===== config.mk =====
export PLATFORM = sky130hd
export DESIGN_NAME = dtmp_core
export DESIGN_NICKNAME = d
export VERILOG_FILES = /design/src/rtl/dtmp_core.v
export VERILOG_INCLUDE_DIRS = /design/src /design/src/rtl
export SDC_FILE = /design/constraint.sdc
export NUM_CORES = 1
export LEC_CHECK = 0
export BUFFER_PORTS_ARGS = -buffer_cell sky130_fd_sc_hd__clkbuf_2
export CORE_AREA = 2 2 226 228
export CTS_CLUSTER_DIAMETER = 200
export DETAILED_ROUTE_END_ITERATION = 8
export DIE_AREA = 0 0 228 230
export HOLD_SLACK_MARGIN = 0.15
export PLACE_DENSITY_LB_ADDON = 0.15
export SYNTH_ARGS = -nofsm -noshare
export SYNTH_HDL_FRONTEND = slang
export SYNTH_SLANG_ARGS = --single-unit

===== constraint.sdc =====
create_clock -name CLOCK -period 5.1 [get_ports CLOCK]
set_clock_uncertainty 0.05 [all_clocks]
set_input_delay 1.02 -clock CLOCK [delete_from_list [all_inputs] [get_ports CLOCK]]
set_output_delay 1.02 -clock CLOCK [all_outputs]
set_load 0.005 [all_outputs]

===== src/rtl/dtmp_regs.vh =====
// Constants for the DMA transfer mode and priority arbiter block.
`ifndef DTMP_REGS_VH
`define DTMP_REGS_VH

// Controller states, one bus state per clock.
`define DTMP_ST_IDLE 4'h0
`define DTMP_ST_HOLD 4'h1
`define DTMP_ST_ARB 4'h2
`define DTMP_ST_REQA 4'h3
`define DTMP_ST_TGTA 4'h4
`define DTMP_ST_RFSH 4'h5
`define DTMP_ST_RELD 4'h6
`define DTMP_ST_TAIL 4'h7
`define DTMP_ST_REL 4'h8

// Bus-state counts.
`define DTMP_RELOAD_STATES 3'h7
`define DTMP_TAIL_STATES 3'h2

// Priority group select and slot codes.
`define DTMP_GROUP_LOWER 1'b0
`define DTMP_GROUP_UPPER 1'b1
`define DTMP_LOWER_SLOT 3'h4
`define DTMP_UPPER_SLOTS 3'h5

// Reset values of the programmed and current lowest-priority positions.
`define DTMP_LOWER_LOW_RESET 2'h3
`define DTMP_UPPER_LOW_RESET 3'h3
`define DTMP_UPPER_PROG_RESET 2'h3

`endif


===== src/rtl/dtmp_core.v =====
// DMA transfer-mode sequencer (Block and Demand) with cascaded eight-channel priority arbiter.
`timescale 1ns/10ps
// How it works
// - Block mode keeps transferring until byte count expires or end-of-process input.
// - A running Block transfer yields only to a memory refresh cycle.
// - Demand mode runs to count or end-of-process; dropping the request pauses it.
// - Demand request is sampled only in requester accesses; inactive means last access.
// - On pause finish the target access, release bus, keep count and state.
// - A paused Demand channel re-arbitrates and resumes from its saved count.
// - First bus access starts two bus states after hold acknowledge goes active.
// - Bus returns to the host one bus state after the request goes inactive.
// - Auto-initialize end spends seven held bus states reloading current from base.
// - Requester-source two-cycle transfers add two idle states before dropping hold.
// - Channels 0-3 and 4-7 are cascaded groups; lower group sits between 7 and 4.
// - After reset priority is fixed, channel 0 highest down to channel 7 lowest.
// - Each arbitration services the requesting channel with the highest priority.
// - Software sets each group's lowest channel; the next one cyclically is highest.
// - A programmable-priority command is ignored unless its group is in fixed mode.
// - Fixed to rotating keeps order; rotating to fixed restores the programmed order.
// - In rotating mode the serviced channel drops to lowest within its group.
// - Lower-group service with rotating upper group also drops the lower slot.
// - Hold request is asserted one bus state after a service request appears.
// - Priority is resolved in the first state after acknowledge; transfer starts next.
`include "dtmp_regs.vh"

module dtmp_core #(
    parameter CW = 16
) (
    input wire CLOCK,
    input wire RESET,
    input wire [7:0] CHANNEL_SERVICE_REQUEST,
    input wire END_OF_PROCESS_INPUT,
    input wire BUS_HOLD_ACK,
    input wire REFRESH_REQUEST,
    input wire [7:0] CHANNEL_DEMAND_MODE,
    input wire [7:0] CHANNEL_AUTO_INIT,
    input wire [7:0] CHANNEL_REQUESTER_SOURCE,
    input wire [7:0] CHANNEL_TWO_CYCLE,
    input wire COUNT_WRITE,
    input wire [2:0] COUNT_CHANNEL,
    input wire [CW-1:0] COUNT_VALUE,
    input wire PRIORITY_MODE_WRITE,
    input wire PRIORITY_GROUP,
    input wire PRIORITY_ROTATE,
    input wire PROGRAM_PRIORITY_WRITE,
    input wire [1:0] PROGRAM_LOWEST,
    output reg BUS_HOLD_REQUEST,
    output wire REQUESTER_ACCESS,
    output wire TARGET_ACCESS,
    output wire REFRESH_ACCESS,
    output wire RELOAD_BUSY,
    output reg [2:0] ACTIVE_CHANNEL,
    output reg [7:0] CHANNEL_DONE,
    output reg LOWER_ROTATING,
    output reg UPPER_ROTATING,
    output reg [1:0] LOWER_LOWEST,
    output reg [2:0] UPPER_LOWEST
);

    // Sequencer state and the counter for the reload and tail spans.
    reg [3:0] state;
    reg [2:0] wait_count;

    // Programmed lowest positions, restored when a group returns to fixed mode.
    reg [1:0] lower_prog;
    reg [1:0] upper_prog;

    // Demand pause and end-of-process, both taken in the requester access.
    reg last_request;
    reg eop_seen;

    // Per-channel counts; the base copy feeds the auto-initialize reload.
    reg [CW-1:0] current_count [0:7];
    reg [CW-1:0] base_count [0:7];
    wire [7:0] eligible;
    wire [CW-1:0] active_count;
    wire terminal;
    wire tail_needed;

    // Arbiter results: the top bit flags a hit, the low bits name a channel or slot.
    reg [2:0] lower_pick;
    reg [3:0] upper_pick;
    reg [3:0] winner;

    // Scratch for the two cyclic searches, each with its own loop index.
    reg [31:0] lower_index;
    reg [31:0] upper_index;
    reg upper_hit;
    integer i;
    integer j;

    // A channel whose single-buffer process ended waits for a new count.
    assign eligible = CHANNEL_SERVICE_REQUEST & ~CHANNEL_DONE;
    assign active_count = current_count[ACTIVE_CHANNEL];
    // Count expired (reads zero in the target access, which is then the last) or end-of-process sampled in the access.
    assign terminal = (active_count == {CW{1'b0}}) | eop_seen;
    assign tail_needed = CHANNEL_REQUESTER_SOURCE[ACTIVE_CHANNEL]
        & CHANNEL_TWO_CYCLE[ACTIVE_CHANNEL];

    // Bus strobes decode straight from the state register.
    assign REQUESTER_ACCESS = (state == `DTMP_ST_REQA);
    assign TARGET_ACCESS = (state == `DTMP_ST_TGTA);
    assign REFRESH_ACCESS = (state == `DTMP_ST_RFSH);
    assign RELOAD_BUSY = (state == `DTMP_ST_RELD);

    // Cyclic search inside the lower group starting just after its lowest channel.
    // The search runs from the far end, so the nearest requester, which holds the
    // highest priority, is the last one to write the result.
    always @* begin
        lower_pick = 3'h0;
        lower_index = 32'h0;
        for (i = 4; i >= 1; i = i - 1) begin
            lower_index = (LOWER_LOWEST + i) % 4;
            if (eligible[lower_index[1:0]]) begin
                lower_pick = {1'b1, lower_index[1:0]};
            end
        end
    end

    // Upper group has five slots in the cyclic order 4,5,6,7,lower-group.
    // Slot 4 hits when the lower group has a winner of its own, which is what
    // makes the lower group behave as one channel of the upper group.
    always @* begin
        upper_pick = 4'h0;
        upper_index = 32'h0;
        upper_hit = 1'b0;
        for (j = 5; j >= 1; j = j - 1) begin
            upper_index = (UPPER_LOWEST + j) % `DTMP_UPPER_SLOTS;
            if (upper_index[2:0] == `DTMP_LOWER_SLOT) begin
                upper_hit = lower_pick[2];
            end else begin
                upper_hit = eligible[{1'b1, upper_index[1:0]}];
            end
            if (upper_hit) begin
                upper_pick = {1'b1, upper_index[2:0]};
            end
        end
    end

    // Resolve the winning channel number; the lower slot defers to its own group.
    // Bit 3 flags that some channel won; without it the sequencer gives the bus back.
    always @* begin
        winner = 4'h0;
        if (upper_pick[3]) begin
            if (upper_pick[2:0] == `DTMP_LOWER_SLOT) begin
                winner = {2'b10, lower_pick[1:0]};
            end else begin
                winner = {1'b1, upper_pick[2:0] + 3'h4};
            end
        end
    end

    // Priority mode and programmable priority, shared by commands and rotation.
    always @(posedge CLOCK) begin
        if (RESET) begin
            LOWER_ROTATING <= 1'b0;
            UPPER_ROTATING <= 1'b0;
            lower_prog <= `DTMP_LOWER_LOW_RESET;
            upper_prog <= `DTMP_UPPER_PROG_RESET;
            LOWER_LOWEST <= `DTMP_LOWER_LOW_RESET;
            UPPER_LOWEST <= `DTMP_UPPER_LOW_RESET;
        end else begin
            // Rotation happens at the moment a channel wins service.
            if (state == `DTMP_ST_ARB && winner[3]) begin
                if (winner[2] == 1'b0) begin
                    if (LOWER_ROTATING) begin
                        LOWER_LOWEST <= winner[1:0];
                    end
                    if (UPPER_ROTATING) begin
                        UPPER_LOWEST <= `DTMP_LOWER_SLOT;
                    end
                end else if (UPPER_ROTATING) begin
                    UPPER_LOWEST <= {1'b0, winner[1:0]};
                end
            end
            // Mode change: entering rotating keeps the order, leaving restores it.
            // A mode write shadows a program write in the same state; the program is lost.
            if (PRIORITY_MODE_WRITE) begin
                if (PRIORITY_GROUP == `DTMP_GROUP_LOWER) begin
                    LOWER_ROTATING <= PRIORITY_ROTATE;
                    if (!PRIORITY_ROTATE) begin
                        LOWER_LOWEST <= lower_prog;
                    end
                end else begin
                    UPPER_ROTATING <= PRIORITY_ROTATE;
                    if (!PRIORITY_ROTATE) begin
                        UPPER_LOWEST <= {1'b0, upper_prog};
                    end
                end
            end else if (PROGRAM_PRIORITY_WRITE) begin
                // Only a group in fixed mode takes the command.
                if (PRIORITY_GROUP == `DTMP_GROUP_LOWER && !LOWER_ROTATING) begin
                    lower_prog <= PROGRAM_LOWEST;
                    LOWER_LOWEST <= PROGRAM_LOWEST;
                end
                if (PRIORITY_GROUP == `DTMP_GROUP_UPPER && !UPPER_ROTATING) begin
                    upper_prog <= PROGRAM_LOWEST;
                    UPPER_LOWEST <= {1'b0, PROGRAM_LOWEST};
                end
            end
        end
    end

    // Byte counts live per channel, so a paused Demand channel resumes where it stopped.
    // Counts have no reset: they mean nothing until software writes them.
    // A count write takes priority over the running decrement.
    always @(posedge CLOCK) begin
        if (COUNT_WRITE) begin
            current_count[COUNT_CHANNEL] <= COUNT_VALUE;
            base_count[COUNT_CHANNEL] <= COUNT_VALUE;
        end else if (state == `DTMP_ST_TGTA && !terminal) begin
            current_count[ACTIVE_CHANNEL] <= active_count - {{(CW-1){1'b0}}, 1'b1};
        end else if (state == `DTMP_ST_RELD && wait_count == 3'h1) begin
            current_count[ACTIVE_CHANNEL] <= base_count[ACTIVE_CHANNEL];
        end
    end

    // Transfer sequencer; each clock is one bus state.
    // A transfer walks IDLE, HOLD and ARB, then pairs of requester and target accesses.
    // The end of a process may add seven reload states or two tail states.
    // REL waits for the acknowledge to fall, so a new hold request never meets
    // a host that still believes it has granted the bus.
    always @(posedge CLOCK) begin
        if (RESET) begin
            state <= `DTMP_ST_IDLE;
            BUS_HOLD_REQUEST <= 1'b0;
            ACTIVE_CHANNEL <= 3'h0;
            CHANNEL_DONE <= 8'h00;
            wait_count <= 3'h0;
            last_request <= 1'b0;
            eop_seen <= 1'b0;
        end else begin
            // A new count rearms a finished channel; a finish in the same cycle wins.
            if (COUNT_WRITE) begin
                CHANNEL_DONE[COUNT_CHANNEL] <= 1'b0;
            end
            case (state)
                `DTMP_ST_IDLE: begin
                    // A done channel is masked, so a stale request cannot raise hold.
                    if (|eligible) begin
                        BUS_HOLD_REQUEST <= 1'b1;
                        state <= `DTMP_ST_HOLD;
                    end
                end
                `DTMP_ST_HOLD: begin
                    // The host may take any number of states to grant the bus.
                    if (BUS_HOLD_ACK) begin
                        state <= `DTMP_ST_ARB;
                    end
                end
                `DTMP_ST_ARB: begin
                    // Arbitration state; the access follows in the next state.
                    if (winner[3]) begin
                        ACTIVE_CHANNEL <= winner[2:0];
                        state <= `DTMP_ST_REQA;
                    end else begin
                        BUS_HOLD_REQUEST <= 1'b0;
                        state <= `DTMP_ST_REL;
                    end
                end
                `DTMP_ST_REQA: begin
                    // The request only matters here, and only in Demand mode.
                    last_request <= CHANNEL_DEMAND_MODE[ACTIVE_CHANNEL]
                        & ~CHANNEL_SERVICE_REQUEST[ACTIVE_CHANNEL];
                    eop_seen <= END_OF_PROCESS_INPUT;
                    state <= `DTMP_ST_TGTA;
                end
                `DTMP_ST_TGTA: begin
                    // Termination goes before the pause, so a last transfer is marked done.
                    eop_seen <= 1'b0;
                    if (terminal) begin
                        if (CHANNEL_AUTO_INIT[ACTIVE_CHANNEL]) begin
                            wait_count <= `DTMP_RELOAD_STATES;
                            state <= `DTMP_ST_RELD;
                        end else begin
                            CHANNEL_DONE[ACTIVE_CHANNEL] <= 1'b1;
                            if (tail_needed) begin
                                wait_count <= `DTMP_TAIL_STATES;
                                state <= `DTMP_ST_TAIL;
                            end else begin
                                BUS_HOLD_REQUEST <= 1'b0;
                                state <= `DTMP_ST_REL;
                            end
                        end
                    end else if (last_request) begin
                        // Pause after finishing the target access.
                        if (tail_needed) begin
                            wait_count <= `DTMP_TAIL_STATES;
                            state <= `DTMP_ST_TAIL;
                        end else begin
                            BUS_HOLD_REQUEST <= 1'b0;
                            state <= `DTMP_ST_REL;
                        end
                    end else if (REFRESH_REQUEST) begin
                        // Refresh slips in only between transfers, never inside one.
                        state <= `DTMP_ST_RFSH;
                    end else begin
                        state <= `DTMP_ST_REQA;
                    end
                end
                `DTMP_ST_RFSH: begin
                    // One refresh cycle, then the same channel carries on.
                    state <= `DTMP_ST_REQA;
                end
                `DTMP_ST_RELD: begin
                    // Reload happens with the bus still held.
                    wait_count <= wait_count - 3'h1;
                    if (wait_count == 3'h1) begin
                        if (tail_needed) begin
                            wait_count <= `DTMP_TAIL_STATES;
                            state <= `DTMP_ST_TAIL;
                        end else begin
                            BUS_HOLD_REQUEST <= 1'b0;
                            state <= `DTMP_ST_REL;
                        end
                    end
                end
                `DTMP_ST_TAIL: begin
                    // Idle states that let the internal pipeline drain.
                    wait_count <= wait_count - 3'h1;
                    if (wait_count == 3'h1) begin
                        BUS_HOLD_REQUEST <= 1'b0;
                        state <= `DTMP_ST_REL;
                    end
                end
                `DTMP_ST_REL: begin
                    // Wait for the host to take the bus back before a new request.
                    if (!BUS_HOLD_ACK) begin
                        state <= `DTMP_ST_IDLE;
                    end
                end
                default: begin
                    // An unused code drops the bus rather than hang with it held.
                    BUS_HOLD_REQUEST <= 1'b0;
                    state <= `DTMP_ST_IDLE;
                end
            endcase
        end
    end

endmodule


=== After elaboration in Yosys (flattened, before gate mapping) ===
Memories as Yosys holds them, arrays and structs flattened. A register that Yosys moved wholly into a read port is not among the register bits.
Cells that the tools add are included.

* Output and inout port bits: 23
* Logic and storage cells: 222
* Memories: 2
* Input bits: 71
* Memory bits (writable): 256
* Flip-flop bits (word level): 32

{| class="wikitable"
|+ Memory list
! name !! depth !! bits a word !! rd ports !! clocked after Yosys merged registers in !! wr ports !! line !! RTL
|-
| base_count || 8 || 16 || 1 || 1 || 1 || dtmp_core.v:74 || <nowiki>reg [CW-1:0] base_count [0:7];</nowiki>
|-
| current_count || 8 || 16 || 1 || 1 || 1 || dtmp_core.v:73 || <nowiki>reg [CW-1:0] current_count [0:7];</nowiki>
|}

* Eq/ne operators: 23
* Add/sub/neg operators: 12
* Reduce and logical (&&, ||, !) cells: 25
* Magnitude comparators: 13
* Div/mod/pow operators: 5
* Multiplexer cells: 116
* Bitwise operators: 13

{| class="wikitable"
|+ Operators by type and width
! cell !! number
|-
| 32-bit by 3-bit remainder unit with 32-bit output, second input constant || 5
|-
| 3-bit 2-to-1 mux || 26
|-
| 4-bit 2-to-1 mux || 16
|-
| 8-bit 2-to-1 mux || 5
|-
| 1-bit 2-to-1 mux || 39
|-
| 4-bit one-hot mux with 9 select lines || 1
|-
| 16-bit 2-to-1 mux || 2
|-
| 3-bit by 4-bit < comparator with 1-bit output, second input constant || 7
|-
| 1-bit binary-select mux with 2-bit select || 9
|-
| 3-bit == test, second input constant || 6
|-
| 8-bit bitwise AND || 2
|-
| 4-bit by 3-bit == test with 1-bit output, second input constant || 4
|-
| 16-bit zero test || 1
|-
| 2-bit by 4-bit < comparator with 1-bit output, second input constant || 4
|-
| 2-bit 2-to-1 mux || 8
|-
| 8-bit inverter || 2
|-
| 16-bit OR reduction || 1
|-
| 16-bit by 1-bit subtractor with 16-bit output, second input constant || 1
|-
| 1-bit binary-select mux with 3-bit select || 5
|-
| 2-bit inequality test, second input constant || 5
|-
| 3-bit one-hot mux with 3 select lines || 1
|-
| 3-bit by 2-bit adder with 4-bit output, second input constant || 2
|-
| 3-bit by 3-bit adder with 4-bit output, second input constant || 2
|-
| 4-bit by 2-bit == test with 1-bit output, second input constant || 2
|-
| 30 further kinds || 51
|}

=== Depth between registers and ports, before layout ===
Gate-level depths: netlist of run 1.

* Depth in word-level cells: 23
* Gate-level depth with buffers: 22
* Depth with buffers taken out: 20

=== Least setup slack after synthesis of run 1 ===
No wires, ideal clock.

* Path type: register to register
* Start: reg with a tool-made name
* End: mem current_count[1][0] (enable)
* Buffers on the path: 4
* Data required time: 4.641 ns
* Data arrival time: 4.833 ns
* Stages on the path, launching flop included: 16
* Clock period less this slack: 5.292 ns
* Setup time: 0.409 ns
* Path slack: -0.192 ns
* Cell sequence: dfxtp_1 -> buf_2 -> buf_2 -> buf_2 -> mux4_2 -> mux2i_1 -> ha_1 -> nand3_1 -> nor3b_1 -> a41oi_1 -> nand2_1 -> a21o_1 -> buf_2 -> mux2i_1 -> inv_1 -> nor3_1

{| class="wikitable"
|+ RTL lines
! what !! line
|-
| end, declared || dtmp_core.v:73
|}

=== Worst setup path in the final report of run 1 ===
* Start: reg UPPER_LOWEST[1]
* End: reg LOWER_LOWEST[1]

* Word-level cells in the longest chain between the ends: 19
* Elaborated cells between the ends (all ways): 48
* Those cells by class: 6 x add/sub; 5 x div; 6 x eq/ne; 30 x mux; 1 x reduce/logical

{| class="wikitable"
|+ RTL lines
! what !! line !! RTL
|-
| start, declared || dtmp_core.v:57 || <nowiki>output reg [2:0] UPPER_LOWEST</nowiki>
|-
| start signal, assigned || dtmp_core.v:161 || <nowiki>UPPER_LOWEST <= `DTMP_UPPER_LOW_RESET;</nowiki>
|-
| start signal, assigned || dtmp_core.v:170 || <nowiki>UPPER_LOWEST <= `DTMP_LOWER_SLOT;</nowiki>
|-
| start signal, assigned || dtmp_core.v:173 || <nowiki>UPPER_LOWEST <= {1'b0, winner[1:0]};</nowiki>
|-
| 3-bit by 3-bit adder with 4-bit output || dtmp_core.v:128 || <nowiki>upper_index = (UPPER_LOWEST + j) % `DTMP_UPPER_SLOTS;</nowiki>
|-
| 32-bit by 3-bit remainder unit with 32-bit output (no line) || -- ||
|-
| 1-bit binary-select mux with 2-bit select || dtmp_core.v:132 || <nowiki>upper_hit = eligible[{1'b1, upper_index[1:0]}];</nowiki>
|-
| 1-bit 2-to-1 mux (not written as such) || dtmp_core.v:132 ||
|-
| 1-bit 2-to-1 mux || dtmp_core.v:129 || <nowiki>if (upper_index[2:0] == `DTMP_LOWER_SLOT) begin</nowiki>
|-
| 4-bit 2-to-1 mux (4 in a row) || dtmp_core.v:134 || <nowiki>if (upper_hit) begin</nowiki>
|-
| 4-bit 2-to-1 mux (*) || dtmp_core.v:134 ||
|-
| 3-bit adder / 3-bit == test (equally long branches) || -- ||
|-
| 3-bit 2-to-1 mux || dtmp_core.v:145 || <nowiki>if (upper_pick[2:0] == `DTMP_LOWER_SLOT) begin</nowiki>
|-
| 4-bit 2-to-1 mux (*) || dtmp_core.v:144 || <nowiki>if (upper_pick[3]) begin</nowiki>
|-
| 2-bit 2-to-1 mux || dtmp_core.v:166 || <nowiki>if (LOWER_ROTATING) begin</nowiki>
|-
| 2-bit 2-to-1 mux || dtmp_core.v:165 || <nowiki>if (winner[2] == 1'b0) begin</nowiki>
|-
| 2-bit 2-to-1 mux (*) || dtmp_core.v:164 || <nowiki>if (state == `DTMP_ST_ARB && winner[3]) begin</nowiki>
|-
| 2-bit 2-to-1 mux, on equally long branches || dtmp_core.v:192, dtmp_core.v:181 ||
|-
| 2-bit 2-to-1 mux, on equally long branches || dtmp_core.v:190, dtmp_core.v:179 ||
|-
| 2-bit 2-to-1 mux (*) || dtmp_core.v:178 || <nowiki>if (PRIORITY_MODE_WRITE) begin</nowiki>
|-
| end signal, assigned || dtmp_core.v:160 || <nowiki>LOWER_LOWEST <= `DTMP_LOWER_LOW_RESET;</nowiki>
|-
| end signal, assigned || dtmp_core.v:167 || <nowiki>LOWER_LOWEST <= winner[1:0];</nowiki>
|-
| end signal, assigned || dtmp_core.v:182 || <nowiki>LOWER_LOWEST <= lower_prog;</nowiki>
|-
| end, declared || dtmp_core.v:56 || <nowiki>output reg [1:0] LOWER_LOWEST,</nowiki>
|}

Every way passes the cells marked *; elsewhere a longest branch is shown, timed or not. The select of a mux whose other input is x is not followed.
A chain may end at the register's enable or synchronous reset.

==> qor.yml, run 1 <==
drc: 0
path_common_cell: "ha_1"
synth_compound_area_frac: 0.09816
htreeDepth: 2
initial_core_util: 0.2878
cp_data_arrival_time_ns: 5.18
antenna_found_initial: 2
cts_buffers: 35
place_area_um2: 15990
setup.worst_path.start_class: "register"
place_inst: 1843
dp_hpwl_um: 27340
yosysWarnings: 0
irDropWorstVdd_mv: 0.2124
crit_chain: "clkinv_1 > buf_4 > ha_1 > a21oi_1 > inv_1 > ha_1 > or4bb_1 > o311ai_4 > nand3_2 > xnor2_2 > nor3_2 > o21a_1 > nor4b_1 > or4_4 > or4_1 > mux2i_1 > o31ai_1"
dieWidth_um: 228
fin_crit_ns: 4.814
clk_pin_slew_ns: 0.05
yosys.area_share.simple: 0.1023
rsz0062_at_grt: "yes"
root_buffer: "clkbuf_16"
clock_path_buffers: 3
drv_cap: 0
stdcell_count: 1903
grt_overflow: 0
cp_max_fo: 9
core-area_um2: 49860
grt_pass1_vias: 9565
io_pins: 94
fin_util: 0.3448
powerDensity_nw_per_um2: 422.3
cp_data_required_time_ns: 5.47
place_congestion: 0.8105
ys_seq_area_frac: 0.5844
hp-class: "register to register"
synth_xor_area_frac: 0.01717
finalNetCount: 1308
syn_to_final_growth_pct: 19.79
setup_viol: 0
drt_iter0_markers: 534
portBuffers: 93
cts_tree: "built"
outcome: "finished clean"
synth_adder_area_share: 0.02528
post_cts_buffers: 0
grt_first_pass_wirelength_um: 59890
relSlewSlack: 0.2006
power_leakage_nw: 5.878
path_buf_inv: 3
viasPerCell: 4.962
drive_above_1_share: 0.2543
crit_type: "register to register"
cp_slowest_stage_delay_ns: 0.58
dr.pass1.iters: 5
std_cell_rows: 82
finalCritPeriodShare: 0.9439
drv_slew: 0
nFillCells: 4940
num_vias: 9443
synth_top_flop_cell: "edfxtp_1"
synth_seq_cells: 291
syn_area_um2: 14350
drtAntennaViolNets: 0
wirelength_um: 39620
finalHoldViolCount: 0
grt_max_degree: 35
clock_sinks: 291
synth_enable_flop_cells: 256
die_h_um: 230
grt_usage: 0.1502
worst_pin_slew_ns: 1.187
fin_area_um2: 17190
crit_path_end_kind: "register"
fmax_ghz: 0.2077
syn-num-nets: 1170
synth_cell_type_count: 81
async_flop_share: 0
crit_family: "simple AND/OR/NAND/NOR gates"
wl_per_cell_um: 20.82
synth_top_family_by_area: "multiplexers"
cpMaxStageDelayCell: "or4_1"
synthMuxAreaShare: 0.1485
antenna_cells: 0
syn_area_per_cell_um2: 13.41
synth_cells: 1070
die_area_um2: 52440
clock_latency_ns: 0.53
-- cell usage in the layout (no fill, tap or decap), drive strengths merged, types with 25 or more instances in the layout --
| master | instances |
|---|---|
| mux4 | 70 |
| mux2i | 46 |
| o21ai | 55 |
| a21oi | 52 |
| edfxtp | 256 |
| inv | 36 |
| nand3 | 25 |
| clkbuf | 136 |
| nor2 | 92 |
| dfxtp | 35 |
| ha | 29 |
| nand2 | 72 |
| nor3 | 27 |
| buf | 61 |
-- per-layer routing --
| metal | wire length [um] | GRT usage |
|---|---|---|
| met1 | 19010 | 0.2118 |
| met2 | 18310 | 0.2417 |
| met3 | 1631 | 0.02579 |
| met4 | 633 | 0.03431 |
| met5 | 30 | 0 |
-- worst register-to-register path, delay by kind of cell, from the launching register on --
kind / cells / cell delay, ns
simple gates: 6 / 2.14
compound gates: 4 / 0.80
fa+ha+maj: 2 / 0.60
buf+inv: 3 / 0.45
flops: 1 / 0.35
xor+xnor: 1 / 0.21
mux: 1 / 0.15
-- cell families (layout without fill, tap and decap cells) --
logic type	after synthesis	after routing
and+or+nand+nor	302	302
xor gates and xnor gates	26	26
muxes	124	124
buffers and inverters	89	250
adders and majority gates	29	29
AOI/OAI and AO/OA	209	209
DFF	291	291
-- cells in the mapped netlist (16+ instances only) --
library cell	n	area, um^2
clkbuf_1	32	120.1
o21ai_0	52	260.3
nand2b_1	21	131.4
dfxtp_1	35	700.7
a21oi_1	52	260.3
nand2_1	72	270.3
inv_1	32	120.1
nor3_1	27	135.1
mux4_2	70	1577
ha_1	29	362.9
xnor2_1	21	183.9
edfxtp_1	256	7687
mux2i_1	46	460.4
nor2_1	92	345.3
nand3_1	24	120.1
nor2b_1	16	100.1
-- final cells by class --
class | instances | area, um^2 | share of cell area
clock inverter | 17 | 261.5 | 0.01521
tap | 672 | 840.8 | 0.04890
sequential | 291 | 8394 | 0.4882
clock buffer | 43 | 905.9 | 0.05269
timing repair buffer | 154 | 973.4 | 0.05662
multi-input combinational | 690 | 5682 | 0.3305
inverter | 36 | 135.1 | 0.007860
-- path summary, 6_finish.rpt --
path	startpoint	end	slack [ns]	depth (start not counted)
max	UPPER_LOWEST[1]	LOWER_LOWEST[1]	0.29	17
min	lower_prog[1]	lower_prog[1]	0.42	2
max reg2reg	UPPER_LOWEST[1]	LOWER_LOWEST[1]	0.29	17
min reg2reg	lower_prog[1]	lower_prog[1]	0.42	2
-- state kept, by name (all words and copies together) (netlist names), 2 cells and up, named ones only --
name,count
upper_prog,2
wait_count,3
UPPER_LOWEST,3
CHANNEL_DONE,8
current_count,128
ACTIVE_CHANNEL,3
base_count,128
lower_prog,2
LOWER_LOWEST,2
state,4
-- power breakdown --
group	switching, mW	leakage, nW	internal (mW)
Clock	0.964	0.565	1.57
Combinational	1.03	2.70	0.845
Sequential	0.133	2.61	2.71
-- per-stage QoR --
| stage | setup slack [ns] | power (mW) | TNS [ns] | hold slack [ns] |
|---|---|---|---|---|
| floorplan | 0.08511 | 4.143 | 0 | 0.3924 |
| global placement | 0.2378 | 4.781 | 0 | 0.4005 |
| detailed placement | 0.05322 | 4.781 | 0 | 0.4083 |
| CTS | 0.01384 | 7.352 | 0 | 0.4163 |
| global route | -0.03791 | 7.631 | -0.03871 | 0.4542 |
| finish | 0.2863 | 7.261 | 0 | 0.4232 |
-- timing repair --
| item | 4_1_cts | 5_1_grt |
|---|---|---|
| setup endpoints to repair | 0 | 11 |
| gates resized for setup | 0 | 7 |
| hold buffers | 0 | 0 |
No activity file was read; power rests on OpenSTA's default activity.
==> inputs of run 2 (changes only) <==
--- a/config.mk
+++ b/config.mk
@@ -8,6 +8,7 @@
 export LEC_CHECK = 0
 export BUFFER_PORTS_ARGS = -buffer_cell sky130_fd_sc_hd__clkbuf_2
 export CORE_AREA = 2 2 226 228
+export CTS_BUF_LIST = sky130_fd_sc_hd__clkbuf_8
 export CTS_CLUSTER_DIAMETER = 200
 export DETAILED_ROUTE_END_ITERATION = 8
 export DIE_AREA = 0 0 228 230
==> constraint.sdc (replaced) <==
create_clock -name CLOCK -period 4.4 [get_ports CLOCK]
set_clock_uncertainty 0.05 [all_clocks]
set_input_delay 0.88 -clock CLOCK [delete_from_list [all_inputs] [get_ports CLOCK]]
set_output_delay 0.88 -clock CLOCK [all_outputs]
set_load 0.005 [all_outputs]
==> run 2 against run 1 <==
Total power grew 16%. Sequential cell count stayed put. Die area did not move. First-iteration DRC count increased by 20%. Clock power about the same. Combinational power is 37% higher. Core utilization grew 1.6 points. Non-clock buffer count grew 76. Worst hold slack got worse by 0.0010 ns. Largest power group unchanged.
==> qor.yml, run 2 (synthesis results as in run 1) <==
route.met3.wl_um: 1652  # +1.3%
dr.pass1.iters: 4  # -1
core-area_um2: 49860  # unchanged
reg2reg_slack_ns: 0.07  # -0.22 ns
dieWidth_um: 228  # unchanged
hp-class: "register to register"
cp_slowest_stage_delay_ns: 0.53  # -0.05 ns
cts_tree: "built"
drtAntennaViolNets: 0  # unchanged
grt_max_degree: 35  # unchanged
wl_per_cell_um: 20.41  # -2.0%
crit_path_end_kind: "register"
reg2regPathDepth: 20  # +3
place_area_um2: 16650  # +4.1%
hold_start: "lower_prog[1]"
setup_viol: 0  # unchanged
highest_layer: "met5"
antenna_found_initial: 3  # +1
whs_endpoint: "lower_prog[1]"
powerDensity_nw_per_um2: 466.7  # +11%
crit_type: "register to register"
top_regs: "base_count x128, current_count x128, CHANNEL_DONE x8"
finalNetCount: 1401  # +7.1%
drt_iter0_markers: 640  # +20%
grt_pass1_vias: 9945  # +4.0%
fin_crit_ns: 4.334  # -0.4798 ns
drc: 0  # unchanged
cts_hold_buf: 0  # unchanged
finalCritPeriodShare: 0.9850  # +0.04112
wl_met1_um: 19850  # +4.4%
drv_slew: 0  # unchanged
r2r-start: "UPPER_LOWEST[0]"
clock_path_buffers: 3  # unchanged
crit_family: "compound AO/OA/AOI/OAI gates"
htreeDepth: 2  # unchanged
place_inst: 1903  # +3.3%
nFillCells: 4951  # +0.22%
io_pins: 94  # unchanged
fin_area_um2: 17970  # +4.5%
drv_cap: 0  # unchanged
path_buf_inv: 5  # +2
root_buffer: "clkbuf_8"
rsz0062_at_grt: "yes"
clk_pin_slew_ns: 0.06  # about the same
cpMaxStageDelayCell: "or4bb_4"
fin_util: 0.3605  # +0.01568
num_vias: 9734  # +3.1%
crit_chain: "clkinvlp_4 > ha_4 > xnor2_4 > inv_2 > ha_2 > inv_2 > ha_4 > or4bb_4 > o311ai_4 > nand3_4 > xnor2_2 > a221o_1 > o21a_2 > a21oi_2 > a221oi_2 > buf_4 > buf_4 > or4_4 > mux2i_1 > o31ai_1"
grt_usage: 0.1573  # +0.007090
outcome: "finished clean"
hold_path_depth: 2  # unchanged
irDropWorstVdd_mv: 0.1792  # -16%
met2WireLength_um: 18800  # +2.7%
dp_hpwl_um: 28280  # +3.4%
setup.worst_path.start_class: "register"
grt_overflow: 0  # unchanged
stdcell_count: 2013  # +5.8%
grt_first_pass_wirelength_um: 62150  # +3.8%
rr_endpoint: "LOWER_LOWEST[1]"
drive_above_1_share: 0.3381  # +0.08379
syn_to_final_growth_pct: 25.24
finalPower_mw: 8.389  # +16%
viasPerCell: 4.836  # -2.6%
finalHoldViolCount: 0  # unchanged
cp_max_fo: 4  # -5
power_leakage_nw: 6.290  # +7.0%
relSlewSlack: 0.2559  # +0.05529
cp_data_required_time_ns: 4.88  # -0.59 ns
die_h_um: 230  # unchanged
initial_core_util: 0.2878  # unchanged
portBuffers: 93  # unchanged
layout_commonest_cell: "edfxtp_1"
clock_latency_ns: 0.62  # +0.09 ns
holdWs_ns: 0.4221  # -0.001047 ns
final_cell_mix: "edfxtp_1, buf_4, clkbuf_2, nor2_1, nand2_1"
place_congestion: 0.7961  # -1.8%
clock_sinks: 291  # unchanged
cts_buffers: 52  # +49%
wirelength_um: 41080  # +3.7%
fmax_ghz: 0.2307  # +11%
cp_data_arrival_time_ns: 4.81  # -0.37 ns
std_cell_rows: 82  # unchanged
worst_pin_slew_ns: 1.104  # -0.08207 ns
die_area_um2: 52440  # unchanged
## run 2: changes by cell type in the layout (fill, tap and decap cells not counted), moves of 7 or more
cell / delta
buf_4: +69
clkbuf_1: -8
inv_1: +7
clkinv_1: +11
clkbuf_16: -35
clkbuf_8: +53
## run 2: repair_timing
action	in CTS	in global routing
pin swaps	1	16
buffers inserted	0	16
setup endpoints to repair	7	18
gates resized for setup	6	32
endpoints found under the hold margin	0	0
## run 2: per-stage QoR
step | TNS (ns) | setup slack, ns
floorplan | -0.02585 | -0.02585
global placement | 0 | 0.03839
detailed placement | -0.03462 | -0.01528
CTS | 0 | 0.0008145
global route | -0.3179 | -0.2016
finish | 0 | 0.06605
## run 2: worst max-delay path by stage
stage / slack, ns / cells after the start / startpoint / to
after floorplan: -0.03 / 19 / UPPER_LOWEST[0] / LOWER_LOWEST[1]
after global placement: 0.04 / 18 / UPPER_LOWEST[0] / LOWER_LOWEST[1]
after detailed placement: -0.02 / 18 / UPPER_LOWEST[0] / LOWER_LOWEST[1]
after CTS: 0.0008 / 19 / UPPER_LOWEST[0] / UPPER_LOWEST[0]
after global routing: -0.20 / 21 / UPPER_LOWEST[0] / LOWER_LOWEST[1]
final: 0.07 / 20 / UPPER_LOWEST[0] / LOWER_LOWEST[1]
## run 2: final cells by class
class	instances	area, um^2	share of cell area
Timing Repair Buffer	230	1614	0.08980
Clock inverter	40	297.8	0.01657
Tap cell	672	840.8	0.04678
Multi-Input combinational cell	690	5948	0.3309
Antenna cell	1	2.502	0.0001392
Clock buffer	53	729.5	0.04058
Inverter	36	142.6	0.007935
Sequential cell	291	8399	0.4673
## run 2: layer usage
layer,vias to the layer above,track usage
met4,6,0.03738
met5,-,0
met1,4864,0.2188
li1,4629,-
met3,69,0.03373
met2,166,0.2509
## run 2: power breakdown
part	total (mW)	switching (mW)	internal (mW)
Sequential	3.28	0.131	3.15
Combinational	2.57	1.30	1.27
Clock	2.54	1.13	1.41
## run 2: worst reg2reg max path: stages (launching register included)
cell and delay [ns]:
dfxtp_4 0.37, clkinvlp_4 0.11, ha_4 0.19, xnor2_4 0.16
inv_2 0.09, ha_2 0.19, inv_2 0.06, ha_4 0.20
or4bb_4 0.53, o311ai_4 0.11, nand3_4 0.16, xnor2_2 0.18
a221o_1 0.32, o21a_2 0.24, a21oi_2 0.16, a221oi_2 0.07
buf_4 0.16, buf_4 0.13, or4_4 0.42, mux2i_1 0.14
o31ai_1 0.22
==> inputs of run 3 (changes only) <==
--- a/config.mk
+++ b/config.mk
@@ -7,11 +7,12 @@
 export NUM_CORES = 1
 export LEC_CHECK = 0
 export BUFFER_PORTS_ARGS = -buffer_cell sky130_fd_sc_hd__clkbuf_2
-export CORE_AREA = 2 2 226 228
+export CAP_MARGIN = 15
+export CORE_AREA = 2 2 162 164
 export CTS_BUF_LIST = sky130_fd_sc_hd__clkbuf_8
 export CTS_CLUSTER_DIAMETER = 200
 export DETAILED_ROUTE_END_ITERATION = 8
-export DIE_AREA = 0 0 228 230
+export DIE_AREA = 0 0 164 166
 export HOLD_SLACK_MARGIN = 0.15
 export PLACE_DENSITY_LB_ADDON = 0.15
 export SYNTH_ARGS = -nofsm -noshare
==> run 3 against run 2 <==
Global-route usage rose by 9.8 points. Sequential cell count did not move. Sequential share of layout area rose by 2.7 points. Combinational power fell by 13%. Cell count fell by 19%. Clock-buffer cell count fell by 5. Largest cell class unchanged. Largest power group unchanged. Highest routed layer is now met4.
==> qor.yml, run 3 (synthesis results as in run 1) <==
grt_first_pass_wirelength_um: 53130  # -15%
cp_data_arrival_time_ns: 4.77  # -0.04 ns
drc: 0  # unchanged
internal_power_mw: 5.341  # -8.3%
drive_above_1_share: 0.3008  # -0.03728
cts_hold_buf: 0  # unchanged
dr.pass1.iters: 5  # +1
drt_iter0_markers: 855  # +34%
setup_viol: 0  # unchanged
crit_path_end_kind: "register"
finalNetCount: 1354  # -3.4%
num_vias: 9658  # -0.78%
finalCritPeriodShare: 0.9847  # about the same
die_area_um2: 27220  # -48%
std_cell_rows: 59  # -28%
drv_slew: 0  # unchanged
fin_crit_ns: 4.333  # -0.001192 ns
drtAntennaViolNets: 0  # unchanged
switchingPower_mw: 2.401  # -6.4%
dieWidth_um: 164  # -28%
powerDensity_nw_per_um2: 455.7  # -2.4%
clockPowerShare: 0.282  # -0.021
nFillCells: 1874  # -62%
fin_util: 0.6634  # +0.3029
cp_data_required_time_ns: 4.83  # -0.05 ns
r2r-start: "UPPER_LOWEST[0]"
rsz0062_at_grt: "yes"
grt_pass1_vias: 9681  # -2.7%
portBuffers: 93  # unchanged
cts_tree: "built"
place_congestion: 0.9138  # +15%
reg2regPathDepth: 18  # -10%
swShare: 0.3102  # +0.004242
die_h_um: 166  # -28%
fmax_ghz: 0.2308  # about the same
grt_max_degree: 35  # unchanged
hold_path_depth: 2  # unchanged
wl_per_cell_um: 21.05  # +3.2%
grt_overflow: 0  # unchanged
drv_cap: 0  # unchanged
power_leakage_nw: 5.998  # -4.6%
power.share.sequential: 0.430  # +0.039
clk_pin_slew_ns: 0.05  # about the same
cp_max_fo: 5  # +1
finalPower_mw: 7.743  # -7.7%
p_comb_frac: 0.288  # -0.019
relSlewSlack: 0.2396  # -0.01636
finalHoldViolCount: 0  # unchanged
antenna_found_initial: 2  # -1
reg2reg_slack_ns: 0.07  # about the same
viasPerCell: 5.936  # +23%
initial_core_util: 0.5603  # +0.2725
io_pins: 94  # unchanged
layout_commonest_cell: "edfxtp_1"
wirelength_um: 34260  # -17%
clock_path_buffers: 3  # unchanged
stdcell_count: 1627  # -19%
pre_cts_ws_ns: -0.07278  # -0.05750 ns
core-area_um2: 25620  # -49%
dp_hpwl_um: 23470  # -17%
rr_endpoint: "LOWER_LOWEST[1]"
root_buffer: "clkbuf_8"
syn_to_final_growth_pct: 18.39
cts_buffers: 48  # -7.7%
htreeDepth: 2  # unchanged
grt_usage: 0.2548  # +0.09756
hp-class: "register to register"
crit_type: "register to register"
setup.worst_path.start_class: "register"
outcome: "finished clean"
whs_endpoint: "lower_prog[1]"
finalWorstSetupSlack_ns: 0.06724  # +0.001192 ns
place_inst: 1522  # -20%
clock_latency_ns: 0.60  # -0.02 ns
holdWs_ns: 0.4218  # -0.0003540 ns
top_regs: "base_count x128, current_count x128, CHANNEL_DONE x8"
worst_pin_slew_ns: 1.129  # +0.02428 ns
irDropWorstVdd_mv: 0.2537  # +42%
clock_sinks: 291  # unchanged
final_cell_mix: "edfxtp_1, clkbuf_2, nor2_1, buf_4, nand2_1"
hold_start: "lower_prog[1]"
==> run 3: worst max path at each step <==
stage | from | to | slack (ns) | cells after the start
4_1_cts | UPPER_LOWEST[0] | LOWER_LOWEST[1] | 0.03 | 18
2_1_floorplan | UPPER_LOWEST[0] | LOWER_LOWEST[1] | -0.03 | 19
6_report | UPPER_LOWEST[0] | LOWER_LOWEST[1] | 0.07 | 18
3_3_place_gp | UPPER_LOWEST[0] | LOWER_LOWEST[1] | 0.05 | 18
3_5_place_dp | UPPER_LOWEST[0] | LOWER_LOWEST[1] | -0.07 | 18
5_1_grt | UPPER_LOWEST[0] | LOWER_LOWEST[1] | -0.14 | 18
==> run 3: power by group through the flow <==
| stage | combinational (mW) | clock (mW) | sequential [mW] |
|---|---|---|---|
| after floorplan | 1.60 | 0 | 3.23 |
| after global placement | 2.06 | 0 | 3.40 |
| after detailed placement | 2.09 | 0 | 3.41 |
| after CTS | 2.11 | 2.22 | 3.35 |
| after global routing | 2.42 | 2.33 | 3.35 |
| final | 2.23 | 2.18 | 3.33 |
==> run 3: per-stage QoR <==
stage          TNS (ns)  instance area, um^2
6_report              0                16990
5_1_grt         -0.5240                16990
4_1_cts               0                16770
3_5_place_dp   -0.07278                15860
3_3_place_gp          0                15860
2_1_floorplan  -0.02585                14530
==> run 3: critical path: stages (launching register included) <==
cell      delay [ns]
dfxtp_4         0.38
ha_2            0.24
xor2_4          0.16
ha_1            0.19
nor2_2          0.06
a21oi_1         0.25
xnor2_2         0.12
ha_1            0.21
nor2b_2         0.16
o21a_1          0.17
a41oi_2         0.24
a21bo_2         0.19
a221oi_1        0.09
o21a_1          0.24
nor4b_2         0.16
or4_4           0.46
or4_4           0.54
mux2i_1         0.14
o31ai_1         0.19
==> run 3: final cells by class <==
type	instances	area, um^2	area share
Clock inverter	38	224.0	0.01318
Clock buffer	48	660.6	0.03888
Multi-Input combinational cell	690	5869	0.3454
Sequential cell	291	8401	0.4944
Tap cell	335	419.2	0.02467
Inverter	36	142.6	0.008394
Timing Repair Buffer	187	1271	0.07481
Antenna cell	2	5.005	0.0002945
==> run 3: repair_timing <==
item,4_1_cts,5_1_grt
pin swaps,1,10
buffers inserted,1,15
endpoints found under the setup margin,1,114
gates resized for setup,2,22
==> run 3: layer usage <==
layer	routed length, um	part of all wire	global-route usage	up-vias
li1	-	-	-	4546
met1	14880	0.43	0.3604	4786
met2	16860	0.49	0.4189	279
met3	1954	0.057	0.03771	47
met4	561	0.016	0.06331	0
met5	0	0	0	-
